## src/rtl/cwc_map.svh

```systemverilog
// Purpose: Register map, field positions and counts for the week counter
// Assumes: Avalon byte addresses, one 32-bit word per register
// Notes:   Definitions only
// Behaviour
// - Reset clears controls; enables gate clock and counting
// - Clock enable low holds prescaler at zero
// - Three ticks after enable, load settings, count
// - Each counter wrap increments the next one
// - Full wrap clears all, pulses overflow one tick
// - Count restart: load after two, run three later
// - Tick period 0111 per second, 1000 per minute
// - Reset selects subclock as count clock
// - Clock enable cycle reloads and restarts counting
// - Count enable cycle reloads, keeps prescaler value
// - Seconds and minutes run 0 to 59
// - Hours run 0 to 23
// - Days run 0 to 6
// - Weeks are 12 bits, 0 to 4095
`ifndef CWC_MAP_SVH
`define CWC_MAP_SVH
// Register byte offsets
`define CWC_A_CTRL0     8'h00
`define CWC_A_CTRL1     8'h04
`define CWC_A_SUBSEC    8'h08
`define CWC_A_SEC       8'h0c
`define CWC_A_MIN       8'h10
`define CWC_A_HOUR      8'h14
`define CWC_A_DAY       8'h18
`define CWC_A_WEEK      8'h1c
`define CWC_A_SET_SEC   8'h20
`define CWC_A_SET_MIN   8'h24
`define CWC_A_SET_HOUR  8'h28
`define CWC_A_SET_DAY   8'h2c
`define CWC_A_SET_WEEK  8'h30
// Control fields
`define CWC_B_CLK_EN    0
`define CWC_B_CLK_SEL   1
`define CWC_F_TP_HI     7
`define CWC_F_TP_LO     4
`define CWC_B_CNT_EN    0
`define CWC_B_RUNNING   1
// Wrap limits
`define CWC_SEC_MAX     6'h3b
`define CWC_MIN_MAX     6'h3b
`define CWC_HOUR_MAX    5'h17
`define CWC_DAY_MAX     3'h6
`define CWC_WEEK_MAX    12'hfff
`define CWC_SUB_MAX     15'h7fff
// Start-up waits in count-clock ticks
`define CWC_ARM_WAIT    3'h3
`define CWC_PRE_WAIT    3'h2
`define CWC_POST_WAIT   3'h3
// Tick period codes
`define CWC_TP_SEC      4'h7
`define CWC_TP_MIN      4'h8
`define CWC_TP_HOUR     4'h9
`define CWC_TP_DAY      4'ha
`endif

```

## src/rtl/cwc_pkg.sv

```systemverilog
// Purpose: Shared types of the week counter
// Assumes: Constants come from cwc_map.svh
// Notes:   Sequencer states only
`default_nettype none
package cwc_pkg;
  // Sequencer states
  typedef enum logic [2:0] {
    S_OFF, S_ARM, S_PRE, S_POST, S_RUN, S_HALT
  } cwc_state_e;
endpackage
`default_nettype wire

```

## src/rtl/cwc_if.sv

```systemverilog
// Purpose: Control and status between register file and counter core
// Assumes: Single clock domain
// Notes:   No clocking block
`default_nettype none
interface cwc_if;
  logic        clock_enable;       // Counter clock runs
  logic        count_clock_select; // 1 selects prescaler clock
  logic        count_enable;       // Counting allowed
  logic [3:0]  tick_period_field;  // Periodic tick rate
  logic [5:0]  set_sec;            // Setting registers
  logic [5:0]  set_min;
  logic [4:0]  set_hour;
  logic [2:0]  set_day;
  logic [11:0] set_week;
  logic        counter_running_flag; // Core counting
  logic [14:0] subsecond_prescaler;
  logic [5:0]  sec;                // Count registers
  logic [5:0]  min;
  logic [4:0]  hour;
  logic [2:0]  day;
  logic [11:0] week;
  modport regs (output clock_enable, count_clock_select, count_enable, tick_period_field,
                set_sec, set_min, set_hour, set_day, set_week,
                input counter_running_flag, subsecond_prescaler, sec, min, hour, day, week);
  modport core (input clock_enable, count_clock_select, count_enable, tick_period_field,
                set_sec, set_min, set_hour, set_day, set_week,
                output counter_running_flag, subsecond_prescaler, sec, min, hour, day, week);
endinterface
`default_nettype wire

```

## src/rtl/cwc_clk_sel.sv

```systemverilog
// Purpose: Turns the two external count clocks into one-cycle tick enables
// Assumes: Both count clocks far slower than clk
// Notes:   Tick is registered; one per rising edge of the selected clock
`default_nettype none
module cwc_clk_sel (
  // Clock and reset
  input  wire logic clk,
  input  wire logic rstn,
  // Pins
  input  wire logic subclock,
  input  wire logic prescaler_clock,
  // Control
  input  wire logic select,
  // Tick out
  output var  logic tick
);
  logic [1:0] pin;       // Raw pins
  logic [1:0] sync1;     // First stage, read by sync2 only
  logic [1:0] sync2;     // Second stage
  logic [1:0] sync3;     // Edge history
  logic [1:0] rise;      // Rising edges
  logic       next_tick; // Next tick value

  assign pin = {prescaler_clock, subclock};

  // Synchroniser and edge detect per clock
  genvar g;
  generate
    for (g = 0; g < 2; g++) begin : g_sync
      always_ff @(posedge clk) begin
        if (!rstn) begin
          sync1[g] <= 1'b0;
          sync2[g] <= 1'b0;
          sync3[g] <= 1'b0;
        end else begin
          sync1[g] <= pin[g];
          sync2[g] <= sync1[g];
          sync3[g] <= sync2[g];
        end
      end
      assign rise[g] = sync2[g] & ~sync3[g];
    end
  endgenerate

  // Select source; switching live may drop or add one tick
  always_comb begin
    next_tick = select ? rise[1] : rise[0];
  end

  // Register tick
  always_ff @(posedge clk) begin
    if (!rstn) begin
      tick <= 1'b0;
    end else begin
      tick <= next_tick;
    end
  end
endmodule
`default_nettype wire

```

## src/rtl/cwc_regs.sv

```systemverilog
// Purpose: Avalon-MM slave holding control and setting registers
// Assumes: One request at a time, master holds it until waitrequest low
// Notes:   Answer two edges after request; unmapped reads give zero
`include "cwc_map.svh"
`default_nettype none
module cwc_regs
  import cwc_pkg::*;
(
  // Clock and reset
  input  wire logic        clk,
  input  wire logic        rstn,
  // Avalon slave
  input  wire logic [7:0]  avs_address,
  input  wire logic        avs_read,
  input  wire logic        avs_write,
  input  wire logic [31:0] avs_writedata,
  output var  logic [31:0] avs_readdata,
  output var  logic        avs_waitrequest,
  // Core side
  cwc_if.regs              cif
);
  logic        ack;       // Answer phase
  logic        next_ack;
  logic [31:0] next_rd;   // Read data
  logic        next_ce, next_sel, next_cen;
  logic [3:0]  next_tp;
  logic [5:0]  next_ssec, next_smin;
  logic [4:0]  next_shour;
  logic [2:0]  next_sday;
  logic [11:0] next_sweek;
  logic        wr;        // Write takes effect now

  // Hold master until ack cycle
  assign avs_waitrequest = (avs_read | avs_write) & ~ack;
  assign wr = avs_write & ack;

  // Next register values
  always_comb begin
    next_ack   = (avs_read | avs_write) & ~ack;
    next_rd    = avs_readdata;
    next_ce    = cif.clock_enable;
    next_sel   = cif.count_clock_select;
    next_cen   = cif.count_enable;
    next_tp    = cif.tick_period_field;
    next_ssec  = cif.set_sec;
    next_smin  = cif.set_min;
    next_shour = cif.set_hour;
    next_sday  = cif.set_day;
    next_sweek = cif.set_week;
    // Read data captured in the request cycle
    if (avs_read && !ack) begin
      next_rd = 32'h0;
      case (avs_address)
        `CWC_A_CTRL0: begin
          next_rd[`CWC_B_CLK_EN]             = cif.clock_enable;
          next_rd[`CWC_B_CLK_SEL]            = cif.count_clock_select;
          next_rd[`CWC_F_TP_HI:`CWC_F_TP_LO] = cif.tick_period_field;
        end
        `CWC_A_CTRL1: begin
          next_rd[`CWC_B_CNT_EN]  = cif.count_enable;
          next_rd[`CWC_B_RUNNING] = cif.counter_running_flag;
        end
        `CWC_A_SUBSEC:   next_rd[14:0] = cif.subsecond_prescaler;
        `CWC_A_SEC:      next_rd[5:0]  = cif.sec;
        `CWC_A_MIN:      next_rd[5:0]  = cif.min;
        `CWC_A_HOUR:     next_rd[4:0]  = cif.hour;
        `CWC_A_DAY:      next_rd[2:0]  = cif.day;
        `CWC_A_WEEK:     next_rd[11:0] = cif.week;
        `CWC_A_SET_SEC:  next_rd[5:0]  = cif.set_sec;
        `CWC_A_SET_MIN:  next_rd[5:0]  = cif.set_min;
        `CWC_A_SET_HOUR: next_rd[4:0]  = cif.set_hour;
        `CWC_A_SET_DAY:  next_rd[2:0]  = cif.set_day;
        `CWC_A_SET_WEEK: next_rd[11:0] = cif.set_week;
        default:         next_rd = 32'h0; // Unmapped
      endcase
    end
    // Writes; status and unmapped offsets ignore them
    if (wr) begin
      case (avs_address)
        `CWC_A_CTRL0: begin
          next_ce  = avs_writedata[`CWC_B_CLK_EN];
          next_sel = avs_writedata[`CWC_B_CLK_SEL];
          next_tp  = avs_writedata[`CWC_F_TP_HI:`CWC_F_TP_LO];
        end
        `CWC_A_CTRL1:    next_cen   = avs_writedata[`CWC_B_CNT_EN];
        `CWC_A_SET_SEC:  next_ssec  = avs_writedata[5:0];
        `CWC_A_SET_MIN:  next_smin  = avs_writedata[5:0];
        `CWC_A_SET_HOUR: next_shour = avs_writedata[4:0];
        `CWC_A_SET_DAY:  next_sday  = avs_writedata[2:0];
        `CWC_A_SET_WEEK: next_sweek = avs_writedata[11:0];
        default:         next_ack   = 1'b0;
      endcase
    end
  end

  // Registers; reset clears both control words
  always_ff @(posedge clk) begin
    if (!rstn) begin
      ack                    <= 1'b0;
      avs_readdata           <= 32'h0;
      cif.clock_enable       <= 1'b0;
      cif.count_clock_select <= 1'b0;
      cif.count_enable       <= 1'b0;
      cif.tick_period_field  <= 4'h0;
      cif.set_sec            <= 6'h00;
      cif.set_min            <= 6'h00;
      cif.set_hour           <= 5'h00;
      cif.set_day            <= 3'h0;
      cif.set_week           <= 12'h000;
    end else begin
      ack                    <= next_ack;
      avs_readdata           <= next_rd;
      cif.clock_enable       <= next_ce;
      cif.count_clock_select <= next_sel;
      cif.count_enable       <= next_cen;
      cif.tick_period_field  <= next_tp;
      cif.set_sec            <= next_ssec;
      cif.set_min            <= next_smin;
      cif.set_hour           <= next_shour;
      cif.set_day            <= next_sday;
      cif.set_week           <= next_sweek;
    end
  end
endmodule
`default_nettype wire

```

## src/rtl/cwc_top.sv

```systemverilog
// Purpose: Second, minute, hour, day and week counter with prescaler
// Assumes: Count clocks arrive as pins far slower than clk
// Notes:   All count logic advances only on the selected count tick
//
// Design decisions made here: the Avalon-MM slave port and the address map.
`include "cwc_map.svh"
`default_nettype none
module cwc_top
  import cwc_pkg::*;
#(
  parameter logic [14:0] SUB_MAX = `CWC_SUB_MAX // Prescaler wrap
) (
  // Clock and reset
  input  wire logic        clk,
  input  wire logic        rstn,
  // Avalon slave
  input  wire logic [7:0]  avs_address,
  input  wire logic        avs_read,
  input  wire logic        avs_write,
  input  wire logic [31:0] avs_writedata,
  output var  logic [31:0] avs_readdata,
  output var  logic        avs_waitrequest,
  // Count clock pins
  input  wire logic        subclock,
  input  wire logic        prescaler_clock,
  // Interrupt requests
  output var  logic        week_overflow_irq,
  output var  logic        periodic_tick_irq
);
  cwc_if cif ();

  cwc_state_e  state;        // Sequencer
  cwc_state_e  next_state;
  logic [2:0]  wait_cnt;     // Ticks waited
  logic [2:0]  next_wait;
  logic        tick;         // Count clock enable
  logic [14:0] subsec;       // Count registers
  logic [5:0]  sec;
  logic [5:0]  min;
  logic [4:0]  hour;
  logic [2:0]  day;
  logic [11:0] week;
  logic [14:0] next_sub;
  logic [5:0]  next_sec;
  logic [5:0]  next_min;
  logic [4:0]  next_hour;
  logic [2:0]  next_day;
  logic [11:0] next_week;
  logic        next_ovf;
  logic        next_tick;
  logic        sub_wrap;     // Wrap chain
  logic        sec_wrap;
  logic        min_wrap;
  logic        hour_wrap;
  logic        day_wrap;
  logic        week_wrap;
  logic        ce;           // Short names of controls
  logic        cen;

  // Register file
  cwc_regs u_regs (
    .clk             (clk),
    .rstn            (rstn),
    .avs_address     (avs_address),
    .avs_read        (avs_read),
    .avs_write       (avs_write),
    .avs_writedata   (avs_writedata),
    .avs_readdata    (avs_readdata),
    .avs_waitrequest (avs_waitrequest),
    .cif             (cif.regs)
  );

  // Count tick source
  cwc_clk_sel u_clk_sel (
    .clk             (clk),
    .rstn            (rstn),
    .subclock        (subclock),
    .prescaler_clock (prescaler_clock),
    .select          (cif.count_clock_select),
    .tick            (tick)
  );

  assign ce  = cif.clock_enable;
  assign cen = cif.count_enable;

  // Status back to registers
  assign cif.counter_running_flag = (state == S_RUN);
  assign cif.subsecond_prescaler  = subsec;
  assign cif.sec                  = sec;
  assign cif.min                  = min;
  assign cif.hour                 = hour;
  assign cif.day                  = day;
  assign cif.week                 = week;

  // Tick period decode against the wrap chain
  function automatic logic period_hit(input logic [3:0] code, input logic [3:0] wraps);
    case (code)
      `CWC_TP_SEC:  period_hit = wraps[0];
      `CWC_TP_MIN:  period_hit = wraps[1];
      `CWC_TP_HOUR: period_hit = wraps[2];
      `CWC_TP_DAY:  period_hit = wraps[3];
      default:      period_hit = 1'b0;
    endcase
  endfunction

  // Overflow chain, each stage only when all below wrap
  always_comb begin
    sub_wrap  = (subsec == SUB_MAX);
    sec_wrap  = sub_wrap & (sec == `CWC_SEC_MAX);
    min_wrap  = sec_wrap & (min == `CWC_MIN_MAX);
    hour_wrap = min_wrap & (hour == `CWC_HOUR_MAX);
    day_wrap  = hour_wrap & (day == `CWC_DAY_MAX);
    week_wrap = day_wrap & (week == `CWC_WEEK_MAX);
  end

  // Sequencer and counters, next values
  always_comb begin
    next_state = state;
    next_wait  = wait_cnt;
    next_sub   = subsec;
    next_sec   = sec;
    next_min   = min;
    next_hour  = hour;
    next_day   = day;
    next_week  = week;
    // A tick ends both pulses even when a control change wins this cycle
    next_ovf   = tick ? 1'b0 : week_overflow_irq;
    next_tick  = tick ? 1'b0 : periodic_tick_irq;
    if (!ce) begin
      // Clock stopped: prescaler held at zero, counts kept
      next_state = S_OFF;
      next_wait  = 3'h0;
      next_sub   = 15'h0;
      next_ovf   = 1'b0;
      next_tick  = 1'b0;
    end else if (state == S_OFF) begin
      // Enable seen, start counting start-up ticks
      next_state = S_ARM;
      next_wait  = 3'h0;
    end else if (!cen && (state == S_RUN || state == S_PRE || state == S_POST)) begin
      // Counting stops at once so the flag drops promptly
      next_state = S_HALT;
      next_wait  = 3'h0;
    end else if (state == S_HALT && cen) begin
      next_state = S_PRE;
      next_wait  = 3'h0;
    end else if (tick) begin
      // Interrupts last exactly one count-clock cycle
      next_ovf  = 1'b0;
      next_tick = 1'b0;
      next_wait = wait_cnt + 3'h1;
      unique case (state)
        S_ARM: begin
          if (wait_cnt == `CWC_ARM_WAIT - 3'h1) begin
            // Load all settings at once
            next_sec   = cif.set_sec;
            next_min   = cif.set_min;
            next_hour  = cif.set_hour;
            next_day   = cif.set_day;
            next_week  = cif.set_week;
            next_state = cen ? S_RUN : S_HALT;
            next_wait  = 3'h0;
          end
        end
        S_PRE: begin
          if (wait_cnt == `CWC_PRE_WAIT - 3'h1) begin
            // Prescaler keeps its value here
            next_sec   = cif.set_sec;
            next_min   = cif.set_min;
            next_hour  = cif.set_hour;
            next_day   = cif.set_day;
            next_week  = cif.set_week;
            next_state = S_POST;
            next_wait  = 3'h0;
          end
        end
        S_POST: begin
          if (wait_cnt == `CWC_POST_WAIT - 3'h1) begin
            next_state = S_RUN;
            next_wait  = 3'h0;
          end
        end
        S_RUN: begin
          next_wait = 3'h0;
          // Cascade: each wrap carries into the next stage
          next_sub = sub_wrap ? 15'h0 : subsec + 15'h1;
          if (sub_wrap) begin
            next_sec = sec_wrap ? 6'h00 : sec + 6'h01;
          end
          if (sec_wrap) begin
            next_min = min_wrap ? 6'h00 : min + 6'h01;
          end
          if (min_wrap) begin
            next_hour = hour_wrap ? 5'h00 : hour + 5'h01;
          end
          if (hour_wrap) begin
            next_day = day_wrap ? 3'h0 : day + 3'h1;
          end
          if (day_wrap) begin
            next_week = week + 12'h001;
          end
          next_ovf  = week_wrap;
          next_tick = period_hit(cif.tick_period_field,
                                 {hour_wrap, min_wrap, sec_wrap, sub_wrap});
        end
        S_OFF, S_HALT: begin
          next_wait = 3'h0;
        end
      endcase
    end
  end

  // Register sequencer, counters and interrupts
  always_ff @(posedge clk) begin
    if (!rstn) begin
      state             <= S_OFF;
      wait_cnt          <= 3'h0;
      subsec            <= 15'h0;
      sec               <= 6'h00;
      min               <= 6'h00;
      hour              <= 5'h00;
      day               <= 3'h0;
      week              <= 12'h000;
      week_overflow_irq <= 1'b0;
      periodic_tick_irq <= 1'b0;
    end else begin
      state             <= next_state;
      wait_cnt          <= next_wait;
      subsec            <= next_sub;
      sec               <= next_sec;
      min               <= next_min;
      hour              <= next_hour;
      day               <= next_day;
      week              <= next_week;
      week_overflow_irq <= next_ovf;
      periodic_tick_irq <= next_tick;
    end
  end

  // Checks
  property p_run_needs_en;
    @(posedge clk) disable iff (!rstn)
      // State leaves run one clk after a control drops
      (state == S_RUN) |-> ($past(ce) && $past(cen));
  endproperty
  a_run_needs_en: assert property (p_run_needs_en) else $error("Running without enables");

  property p_hold_sub;
    @(posedge clk) disable iff (!rstn)
      !ce ##1 !ce |-> (subsec == 15'h0) && (state == S_OFF);
  endproperty
  a_hold_sub: assert property (p_hold_sub) else $error("Prescaler not held");

  property p_arm_load;
    @(posedge clk) disable iff (!rstn)
      (state == S_ARM && tick && ce && wait_cnt == `CWC_ARM_WAIT - 3'h1)
        |=> (sec == $past(cif.set_sec)) && (week == $past(cif.set_week));
  endproperty
  a_arm_load: assert property (p_arm_load) else $error("Settings not loaded on enable");

  property p_sec_carry;
    @(posedge clk) disable iff (!rstn)
      (state == S_RUN && tick && ce && cen && sub_wrap && !sec_wrap)
        |=> (sec == $past(sec) + 6'h01) && (subsec == 15'h0);
  endproperty
  a_sec_carry: assert property (p_sec_carry) else $error("Second carry lost");

  property p_overflow;
    @(posedge clk) disable iff (!rstn)
      (state == S_RUN && tick && ce && cen && week_wrap)
        |=> week_overflow_irq && (week == 12'h000) && (sec == 6'h00) && (day == 3'h0);
  endproperty
  a_overflow: assert property (p_overflow) else $error("Overflow not raised");

  property p_pre_load;
    @(posedge clk) disable iff (!rstn)
      (state == S_PRE && tick && ce && cen && wait_cnt == `CWC_PRE_WAIT - 3'h1)
        |=> (state == S_POST) && (min == $past(cif.set_min)) && (subsec == $past(subsec));
  endproperty
  a_pre_load: assert property (p_pre_load) else $error("Restart load wrong");

  property p_tick_min;
    @(posedge clk) disable iff (!rstn)
      (state == S_RUN && tick && ce && cen && cif.tick_period_field == `CWC_TP_MIN)
        |=> (periodic_tick_irq == $past(sec_wrap));
  endproperty
  a_tick_min: assert property (p_tick_min) else $error("Minute tick wrong");

  property p_hour_wrap;
    @(posedge clk) disable iff (!rstn)
      (state == S_RUN && tick && ce && cen && hour_wrap) |=> (hour == 5'h00);
  endproperty
  a_hour_wrap: assert property (p_hour_wrap) else $error("Hour did not wrap");

  property p_irq_one_tick;
    @(posedge clk) disable iff (!rstn)
      (periodic_tick_irq && tick) |=> !periodic_tick_irq;
  endproperty
  a_irq_one_tick: assert property (p_irq_one_tick) else $error("Tick too long");

  c_overflow: cover property (@(posedge clk) disable iff (!rstn) week_overflow_irq);
  c_restart:  cover property (@(posedge clk) disable iff (!rstn) state == S_POST ##1 state == S_RUN);
  c_tick:     cover property (@(posedge clk) disable iff (!rstn) $rose(periodic_tick_irq));
endmodule
`default_nettype wire

```

## config.mk

```make
export PLATFORM = sky130hd
export DESIGN_NAME = cwc_top
export DESIGN_NICKNAME = d
export VERILOG_FILES = /design/src/rtl/cwc_pkg.sv /design/src/rtl/cwc_if.sv /design/src/rtl/cwc_clk_sel.sv /design/src/rtl/cwc_regs.sv /design/src/rtl/cwc_top.sv
export VERILOG_INCLUDE_DIRS = /design/src /design/src/rtl
export SDC_FILE = /design/constraint.sdc
export NUM_CORES = 1
export LEC_CHECK = 0
export BUFFER_PORTS_ARGS = -buffer_cell sky130_fd_sc_hd__clkbuf_2
export CAP_MARGIN = 40
export CORE_MARGIN = 2
export CORE_UTILIZATION = 45
export DETAILED_ROUTE_END_ITERATION = 12
export SLEW_MARGIN = 20
export SYNTH_ARGS = -nofsm -noshare
export SYNTH_HDL_FRONTEND = slang
export SYNTH_HIERARCHICAL = 1
export SYNTH_SLANG_ARGS = --single-unit
```

## constraint.sdc

```tcl
create_clock -name clk -period 2.85 [get_ports clk]
set_input_delay 0.57 -clock clk [delete_from_list [all_inputs] [get_ports clk]]
set_output_delay 0.57 -clock clk [all_outputs]
set_load 0.03 [all_outputs]
```

Yosys cells after proc, flatten, opt, wreduce, memory -nomap -nowiden
Index checks and enable logic that the tools add are counted.

Equality and inequality tests: 45. Muxes and demuxes: 61. Bitwise operators: 18. Reductions and logical operators: 39. $add $sub $neg: 7.

Operators by type and width (count): 6-bit 2-to-1 mux (8); 9-bit AND reduction (5); 8-bit by 6-bit equality test with 1-bit output, second input constant (5); 3-bit 2-to-1 mux (13); 12-bit 2-to-1 mux (3); 12-bit one-hot mux with 3 select lines (1); 6-bit one-hot mux with 3 select lines (2); 8-bit by 5-bit equality test with 1-bit output, second input constant (4); 3-bit one-hot mux with 3 select lines (3); 2-bit one-hot mux with 13 select lines (1); 5-bit 2-to-1 mux (4); 5-bit AND reduction (4); 1-bit 2-to-1 mux (17); 8-bit by 4-bit equality test with 1-bit output, second input constant (2); 2-bit AND reduction (8); 15-bit by 1-bit adder with 15-bit output, second input constant (1); 15-bit equality test, second input constant (1); 15-bit 2-to-1 mux (1); 5-bit one-hot mux with 3 select lines (1); 12-bit by 1-bit adder with 12-bit output, second input constant (1); 6-bit by 1-bit adder with 6-bit output, second input constant (2); 12-bit equality test, second input constant (1); 4-bit equality test, second input constant (3); 6-bit equality test, second input constant (2); other kinds (41) (77).

Bits of input ports: 46. Word-level logic and storage cells: 200. Bits in registers: 117. Output and inout bits: 35.

Logic depth before layout (Yosys ltp)
Gate-level depths: netlist of the first run.

Word-level depth: 11. Mapped depth: 9. Gate-level depth less buffers: 7.

Modules after synthesis
The synthesis of the first run kept the hierarchy.

By module, submodules not included: cwc_top (area each 3388.2 um^2, cells each 433, instances 1, seq. area each 1101.1 um^2); cwc_regs (area each 3072.9 um^2, cells each 342, instances 1, seq. area each 1101.1 um^2); cwc_clk_sel (area each 209.0 um^2, cells each 16, instances 1, seq. area each 140.1 um^2).

Least setup slack after synthesis of the first run
No wires, ideal clock.

Kind: reg2reg. From: register subsec[5] (netlist: cif.subsecond_prescaler[5]). To: register hour[3] (netlist: cif.hour[3]). Arrival time: 2.132 ns. Cell stages (with the launch flop): 7. Buffers on the path: 1. Clock period less this slack: 2.264 ns. Setup time: 0.132 ns. Data required time: 2.718 ns. Path slack: 0.586 ns. Path through: dfxtp_1 -> nand4_2 -> or4_1 -> clkbuf_2 -> or4_4 -> a311oi_2 -> o32ai_1.

Word-level cells in the longest chain between the ends: 7. Elaborated cells on any way between the ends: 9. Classes of those cells: eq/ne (2); mux (3); bitwise (3); reduce/logical (1).

Ends and longest elaborated chain: start: declaration (line cwc_top.sv:37) `logic [14:0] subsec;`; start signal: assignment (line cwc_top.sv:229) `subsec <= next_sub;`; 15-bit equality test * (line cwc_top.sv:108) `sub_wrap = (subsec == SUB_MAX);`; 1-bit AND * (line cwc_top.sv:109) `` sec_wrap = sub_wrap & (sec == `CWC_SEC_MAX); ``; 1-bit AND * (line cwc_top.sv:110) `` min_wrap = sec_wrap & (min == `CWC_MIN_MAX); ``; 1-bit AND (line cwc_top.sv:111) `` hour_wrap = min_wrap & (hour == `CWC_HOUR_MAX); ``; 5-bit 2-to-1 mux (line cwc_top.sv:194) `next_hour = hour_wrap ? 5'h00 : hour + 5'h01;`; 5-bit 2-to-1 mux (line cwc_top.sv:193) `if (min_wrap) begin`; 5-bit one-hot mux with 3 select lines (line cwc_top.sv:152) `unique case (state)`; end signal: assignment (line cwc_top.sv:232) `hour <= next_hour;`; end: declaration (line cwc_top.sv:40) `logic [4:0] hour;`.

Every way passes the cells marked *; elsewhere a longest branch is shown, timed or not. The select of a mux whose other input is x is not followed. A chain may end at the register's enable or synchronous reset.

Worst setup path after layout of the first run
From: register subsec[4] (netlist: cif.subsecond_prescaler[4]). To: register hour[3] (netlist: cif.hour[3]).

Same word-level chain as after synthesis.

==> metrics.txt, run 1 <==
nets@finish=897; core footprint=14,500 um^2; Die Ht=126 um; All-Layer GR Usage=26.3%; H-Tree Depth=4; final hold vios=0; outcome=completed; Hold WS=0.369 ns; P_leak=0.00263 uW; VDD IR max=0.420 mV; Worst Hold Launch=subclock; actual slew at the worst max-slew pin=0.738 ns; Clock Tree Buf Depth=2; Finished Layout Cells=1,039; ys flop type=dfxtp_1; worst hold path class=input pin to flop; clk root buf=clkbuf_16; Gate power share=5.6%; Synth Instances=791; GR Overflow Total=0; Detail Placement HPWL=15,300 um; max-slew violation count=0; area grow syn2layout=15.7%; CP Class=flop to flop; post-route core utilization=53.1%; Via Count=6,359; Row Count=44; max-cap viol count=0; Avg Cell Area, Syn=8.43 um^2; Finish-stage setup viols=0; switching fraction of total power=23.5%; routability congestion estimate=0.947; setup TNS=0 ns; number of flops mapped to enable cells by yosys=0; worst r2r src=cif.subsecond_prescaler[4]$_SDFFE_PN0P_; largest net degree at the start of global routing=33; YS warnings=6; Post CTS Setup Buffer Count=0; Largest delay share family, worst path=simple AND/OR/NAND/NOR gates; Wirelength per Cell=19.9 um; via count of the first global-routing pass=5,937; layout cells sized above 1=18.6%; Post-synth ARST share=0%; Yosys reg bits=117; RSZ-0062 raised after global routing=no; CTS clk-pin slew, worst paths=0.05 ns; clock latency at the later pin of the worst-skew pair=0.42 ns; Pre-Repair DR Iteration Count=7; Period minus WS final=2.59 ns; cell-internal power=2980 uW; Psw=915 uW; full die area=15,800 um^2; placed cell count=1,009; number of buffers added on ports=43; CP startpoint=cif.subsecond_prescaler[4]$_SDFFE_PN0P_; Routed WL=20,700 um; hold-fix buffers at CTS=0; Max Fclk=386 MHz; WP data arrival=2.88 ns; Worst setup SP type=flop; initial antenna violation count=0; part of the power in registers=42.5%; relative slew slack=50.0%; IO Pins=81; Resize count post-CTS=0; Worst setup EP type=flop; worst r2r path cells=5; crit-path max FO=7; slowest stage delay, CP=0.74 ns; DR iter-0 viols=615; Setup Skew=0.00905 ns; CTS tree=yes; Yosys cell types=86; Worst path slowest cell=or4_1; CP Buf/Inv Count=0; Worst Path Required=3.14 ns; DRC=0; critical path cell sequence=nand4_2 > or4_1 > or4_4 > a311oi_2 > o32ai_1; Cell Area, Synth=6670 um^2; clock power share=52.0%; cts bufs inserted=17; sequential area share after synthesis=35.1%; Power Density=505 nW/um^2; vias per cell=6.12; die width=126 um; Initial Utilization=45.9%; Inserted Diodes=0; clock sinks=117; crit share post-route=90.8%; Worst Hold Depth=2; antenna-violating nets left=0; first-pass GRT wire length=32,900 um; CP Depth=5
power groups by stage:
stage | Combinational (uW) | Sequential (uW) | Clock (uW)
4_1_cts | 212 | 1650 | 2060
3_5_place_dp | 211 | 1690 | 0
2_1_floorplan | 140 | 1700 | 0
3_3_place_gp | 208 | 1690 | 0
5_1_grt | 229 | 1650 | 2120
6_report | 216 | 1650 | 2020
cells in the final DEF (no fill, tap or decap), types with 5 or more instances in the layout:
cell type / n
a211oi_1: 13
a21boi_0: 7
a21oi_1: 42
a221oi_1: 5
a22o_1: 6
a22oi_1: 16
a311oi_1: 6
a31oi_1: 12
and2_1: 7
and2_2: 6
and3_1: 5
buf_4: 43
clkbuf_16: 17
clkbuf_2: 43
conb_1: 17
dfxtp_1: 117
ha_1: 7
inv_1: 11
mux2_2: 8
mux2i_1: 53
nand2_1: 66
nand2b_1: 6
nand3_1: 30
nand3b_1: 6
nand4_1: 12
nand4b_1: 5
nor2_1: 89
nor2b_1: 9
nor3_1: 23
nor3b_1: 7
nor4_1: 11
o21ai_0: 25
o311ai_0: 5
o31ai_1: 9
xnor2_1: 12
cell usage after synthesis, types with 13 or more instances:
cell type  count  area [um^2]
dfxtp_1      117         2340
nor2_1        89          334
nand2_1       66          248
mux2i_1       53          531
a21oi_1       42          210
clkbuf_1      39          146
nand3_1       30          150
o21ai_0       25          125
nor3_1        23          115
buf_4         18          135
a22oi_1       16          120
a211oi_1      13         97.6
state kept, by name (all words and copies together) (netlist names), 2 cells and up, named ones only:
register and count:
state 3, cif.week 12, u_regs/cif.tick_period_field 4, u_regs/cif.set_sec 6, u_regs/avs_readdata 15, u_regs/cif.set_hour 5, u_regs/cif.set_week 12, u_regs/cif.set_min 6
u_clk_sel/sync1 2, wait_cnt 3, cif.sec 6, u_regs/cif.set_day 3, cif.min 6, cif.hour 5, cif.subsecond_prescaler 15, u_clk_sel/sync3 2
cif.day 3, u_clk_sel/sync2 2
kinds of logic (layout without fill, tap and decap cells):
kind of cell | count (synthesis) | after routing | share of synthesized area, %
AND/OR/NAND/NOR | 320 | 320 | 25.5
AO/OA/AOI/OAI | 188 | 188 | 20.2
flip-flops | 117 | 117 | 35.1
buffers and inverters | 80 | 128 | 5.87
multiplexers | 63 | 63 | 9.98
XOR/XNOR | 15 | 15 | 1.97
adder cells (fa/ha/maj) | 7 | 7 | 1.31
other | 1 | 17 | 0.0562
final cells by class:
cell class	instances	area [um^2]
inverter	12	48.8
clock buffer	22	484
multi-input combinational	610	4000
fill	1359	6820
sequential	117	2340
timing repair buffer	86	538
clock inverter	8	76.3
tap	184	230
metal layers:
layer | part of all wire, % | vias to the layer above | GRT usage [%] | routed length (um)
met5 | 0 | - | 0 | 0
met4 | 3.4 | 0 | 10.6 | 701
met3 | 6.9 | 56 | 6.07 | 1420
met2 | 45 | 273 | 40.7 | 9420
met1 | 44 | 3016 | 35.5 | 9180
li1 | - | 3014 | - | -
final timing paths:
kind,end,slack (ns)
setup reg to reg,cif.hour[3]$_SDFFE_PN0P_,0.26
setup / recovery,cif.hour[3]$_SDFFE_PN0P_,0.26
hold / removal,u_clk_sel/sync1[0]$_SDFF_PN0_,0.37
hold reg to reg,u_clk_sel/sync2[1]$_SDFF_PN0_,0.45
metrics by stage:
stage,setup WS [ns],total power [uW],cell area [um^2]
2_1_floorplan,0.586,1840,6730
3_3_place_gp,0.268,1900,7150
3_5_place_dp,0.205,1900,7150
4_1_cts,0.214,3930,7710
5_1_grt,0.0280,4010,7720
6_report,0.262,3890,7720
Power figures use the tool's default switching activity.
==> run 2, diff against run 1 <==
clock period = 2.5 ns   (was 2.85 ns; I/O delays follow)
==> run 2 against run 1 <==
  * Combinational power grew 15%
  * Die area is the same
  * Routed wire length grew 1.6%
  * Critical path type unchanged
==> metrics.txt, run 2 (synthesized netlist as in run 1, its figures left out) <==
cts bufs inserted=17; actual slew at the worst max-slew pin=0.686 ns; clock sinks=117; vias per cell=6.10; antenna-violating nets left=0; Power Density=603 nW/um^2; core footprint=14,500 um^2; VDD IR max=0.490 mV; worst r2r path cells=6; critical path cell sequence=ha_1 > nand4_1 > or4_4 > or4_4 > a311oi_2 > o32ai_1; setup TNS=0 ns; clk root buf=clkbuf_16; Most Frequent Cell on Critical Path=or4_4; hold-fix buffers at CTS=0; Finish-stage setup viols=0; P_leak=0.00279 uW; Max Fclk=426 MHz; Via Count=6,463; routability congestion estimate=0.955; Die Ht=126 um; Detail Placement HPWL=15,800 um; Period minus WS final=2.35 ns; Routed WL=21,000 um; H-Tree Depth=4; Clock Tree Buf Depth=2; max-cap viol count=0; Wirelength per Cell=19.9 um; IO Pins=81; Worst setup EP type=flop; RSZ-0062 raised after global routing=no; CTS clk-pin slew, worst paths=0.06 ns; post-route core utilization=55.0%; DRC=0; initial antenna violation count=0; Post CTS Setup Buffer Count=0; relative slew slack=53.5%; Setup Skew=0.00587 ns; Worst Path Required=2.79 ns; layout cells sized above 1=21.0%; GR Overflow Total=0; full die area=15,800 um^2; most frequent cells in the layout=116 x dfxtp_1, 89 x nor2_1, 66 x nand2_1; final hold vios=0; largest net degree at the start of global routing=37; Placement Setup Slack=0.0438 ns; number of buffers added on ports=43; nets@finish=916; die width=126 um; placed cell count=1,028; Fillers=1,323; Tot Pwr=4820 uW; Initial Utilization=45.9%; WP data arrival=2.64 ns; crit share post-route=94.0%; commonest non-fill, non-tap cell in the layout=dfxtp_1; DR iter-0 viols=607; Pre-Repair DR Iteration Count=6; Worst path slowest cell=or4_4; clock latency at the later pin of the worst-skew pair=0.42 ns; crit-path max FO=5; All-Layer GR Usage=26.6%; outcome=completed; worst hold path class=input pin to flop; Worst Hold Depth=2; max-slew violation count=0; slowest stage delay, CP=0.62 ns; Row Count=44; area grow syn2layout=19.7%; first-pass GRT wire length=33,100 um; Inserted Diodes=0; CP Class=flop to flop; Worst setup SP type=flop; Finished Layout Cells=1,060; worst setup margin=0.150 ns; Resize count post-CTS=0; CTS tree=yes; setup slack, reg-to-reg=0.15 ns; via count of the first global-routing pass=5,973
==> run 2: changes by cell type in the layout (fill, tap and decap cells not counted), moves of 2 or more <==
cell,previous run,this run
bufinv_16,1,5
buf_12,0,2
clkinvlp_4,4,2
buf_4,43,60
clkbuf_8,4,1
==> run 2: cell type report <==
class	instances	area (um^2)	share of cell area, %
multi-input cells	610	4010	50.2
flip-flops and latches	117	2340	29.3
repair buffers	105	706	8.84
clock buffers	19	443	5.55
well taps	184	230	2.88
clock inverters	13	204	2.55
inverters	12	48.8	0.611
==> run 2: power breakdown <==
part           internal, uW  switching (uW)
Sequential             1880            7.44
Combinational          68.0             181
Clock                  1790             891
==> run 2: final timing paths <==
path	from	endpoint
worst max-delay path	cif.subsecond_prescaler[1]$_SDFFE_PN0P_	cif.hour[3]$_SDFFE_PN0P_
worst min-delay path	prescaler_clock	u_clk_sel/sync1[1]$_SDFF_PN0_
worst max register to register	cif.subsecond_prescaler[1]$_SDFFE_PN0P_	cif.hour[3]$_SDFFE_PN0P_
worst min register to register	u_clk_sel/sync1[0]$_SDFF_PN0_	u_clk_sel/sync2[0]$_SDFF_PN0_
==> run 2: metal layers <==
layer  share of wire [%]  track usage (%)  vias to the layer above
met5                   0                0                        -
met4                 3.6             10.8                        0
met3                 7.3             6.03                       47
met2                  46             42.2                      294
met1                  43             35.2                     3071
li1                    -                -                     3051
==> run 2: critical path, delay by kind of cell, from the launching register on <==
family / cells / cell delay (ns)
compound gates: 2 / 0.39
fa+ha+maj: 1 / 0.19
flops: 1 / 0.37
simple gates: 3 / 1.29
==> run 2: through the flow <==
step                instance area (um^2)  hold WS (ns)
floorplan                           6730         0.426
global placement                    7320         0.428
detailed placement                  7320         0.437
CTS                                 7970         0.297
global route                        7990         0.295
finish                              7990         0.309
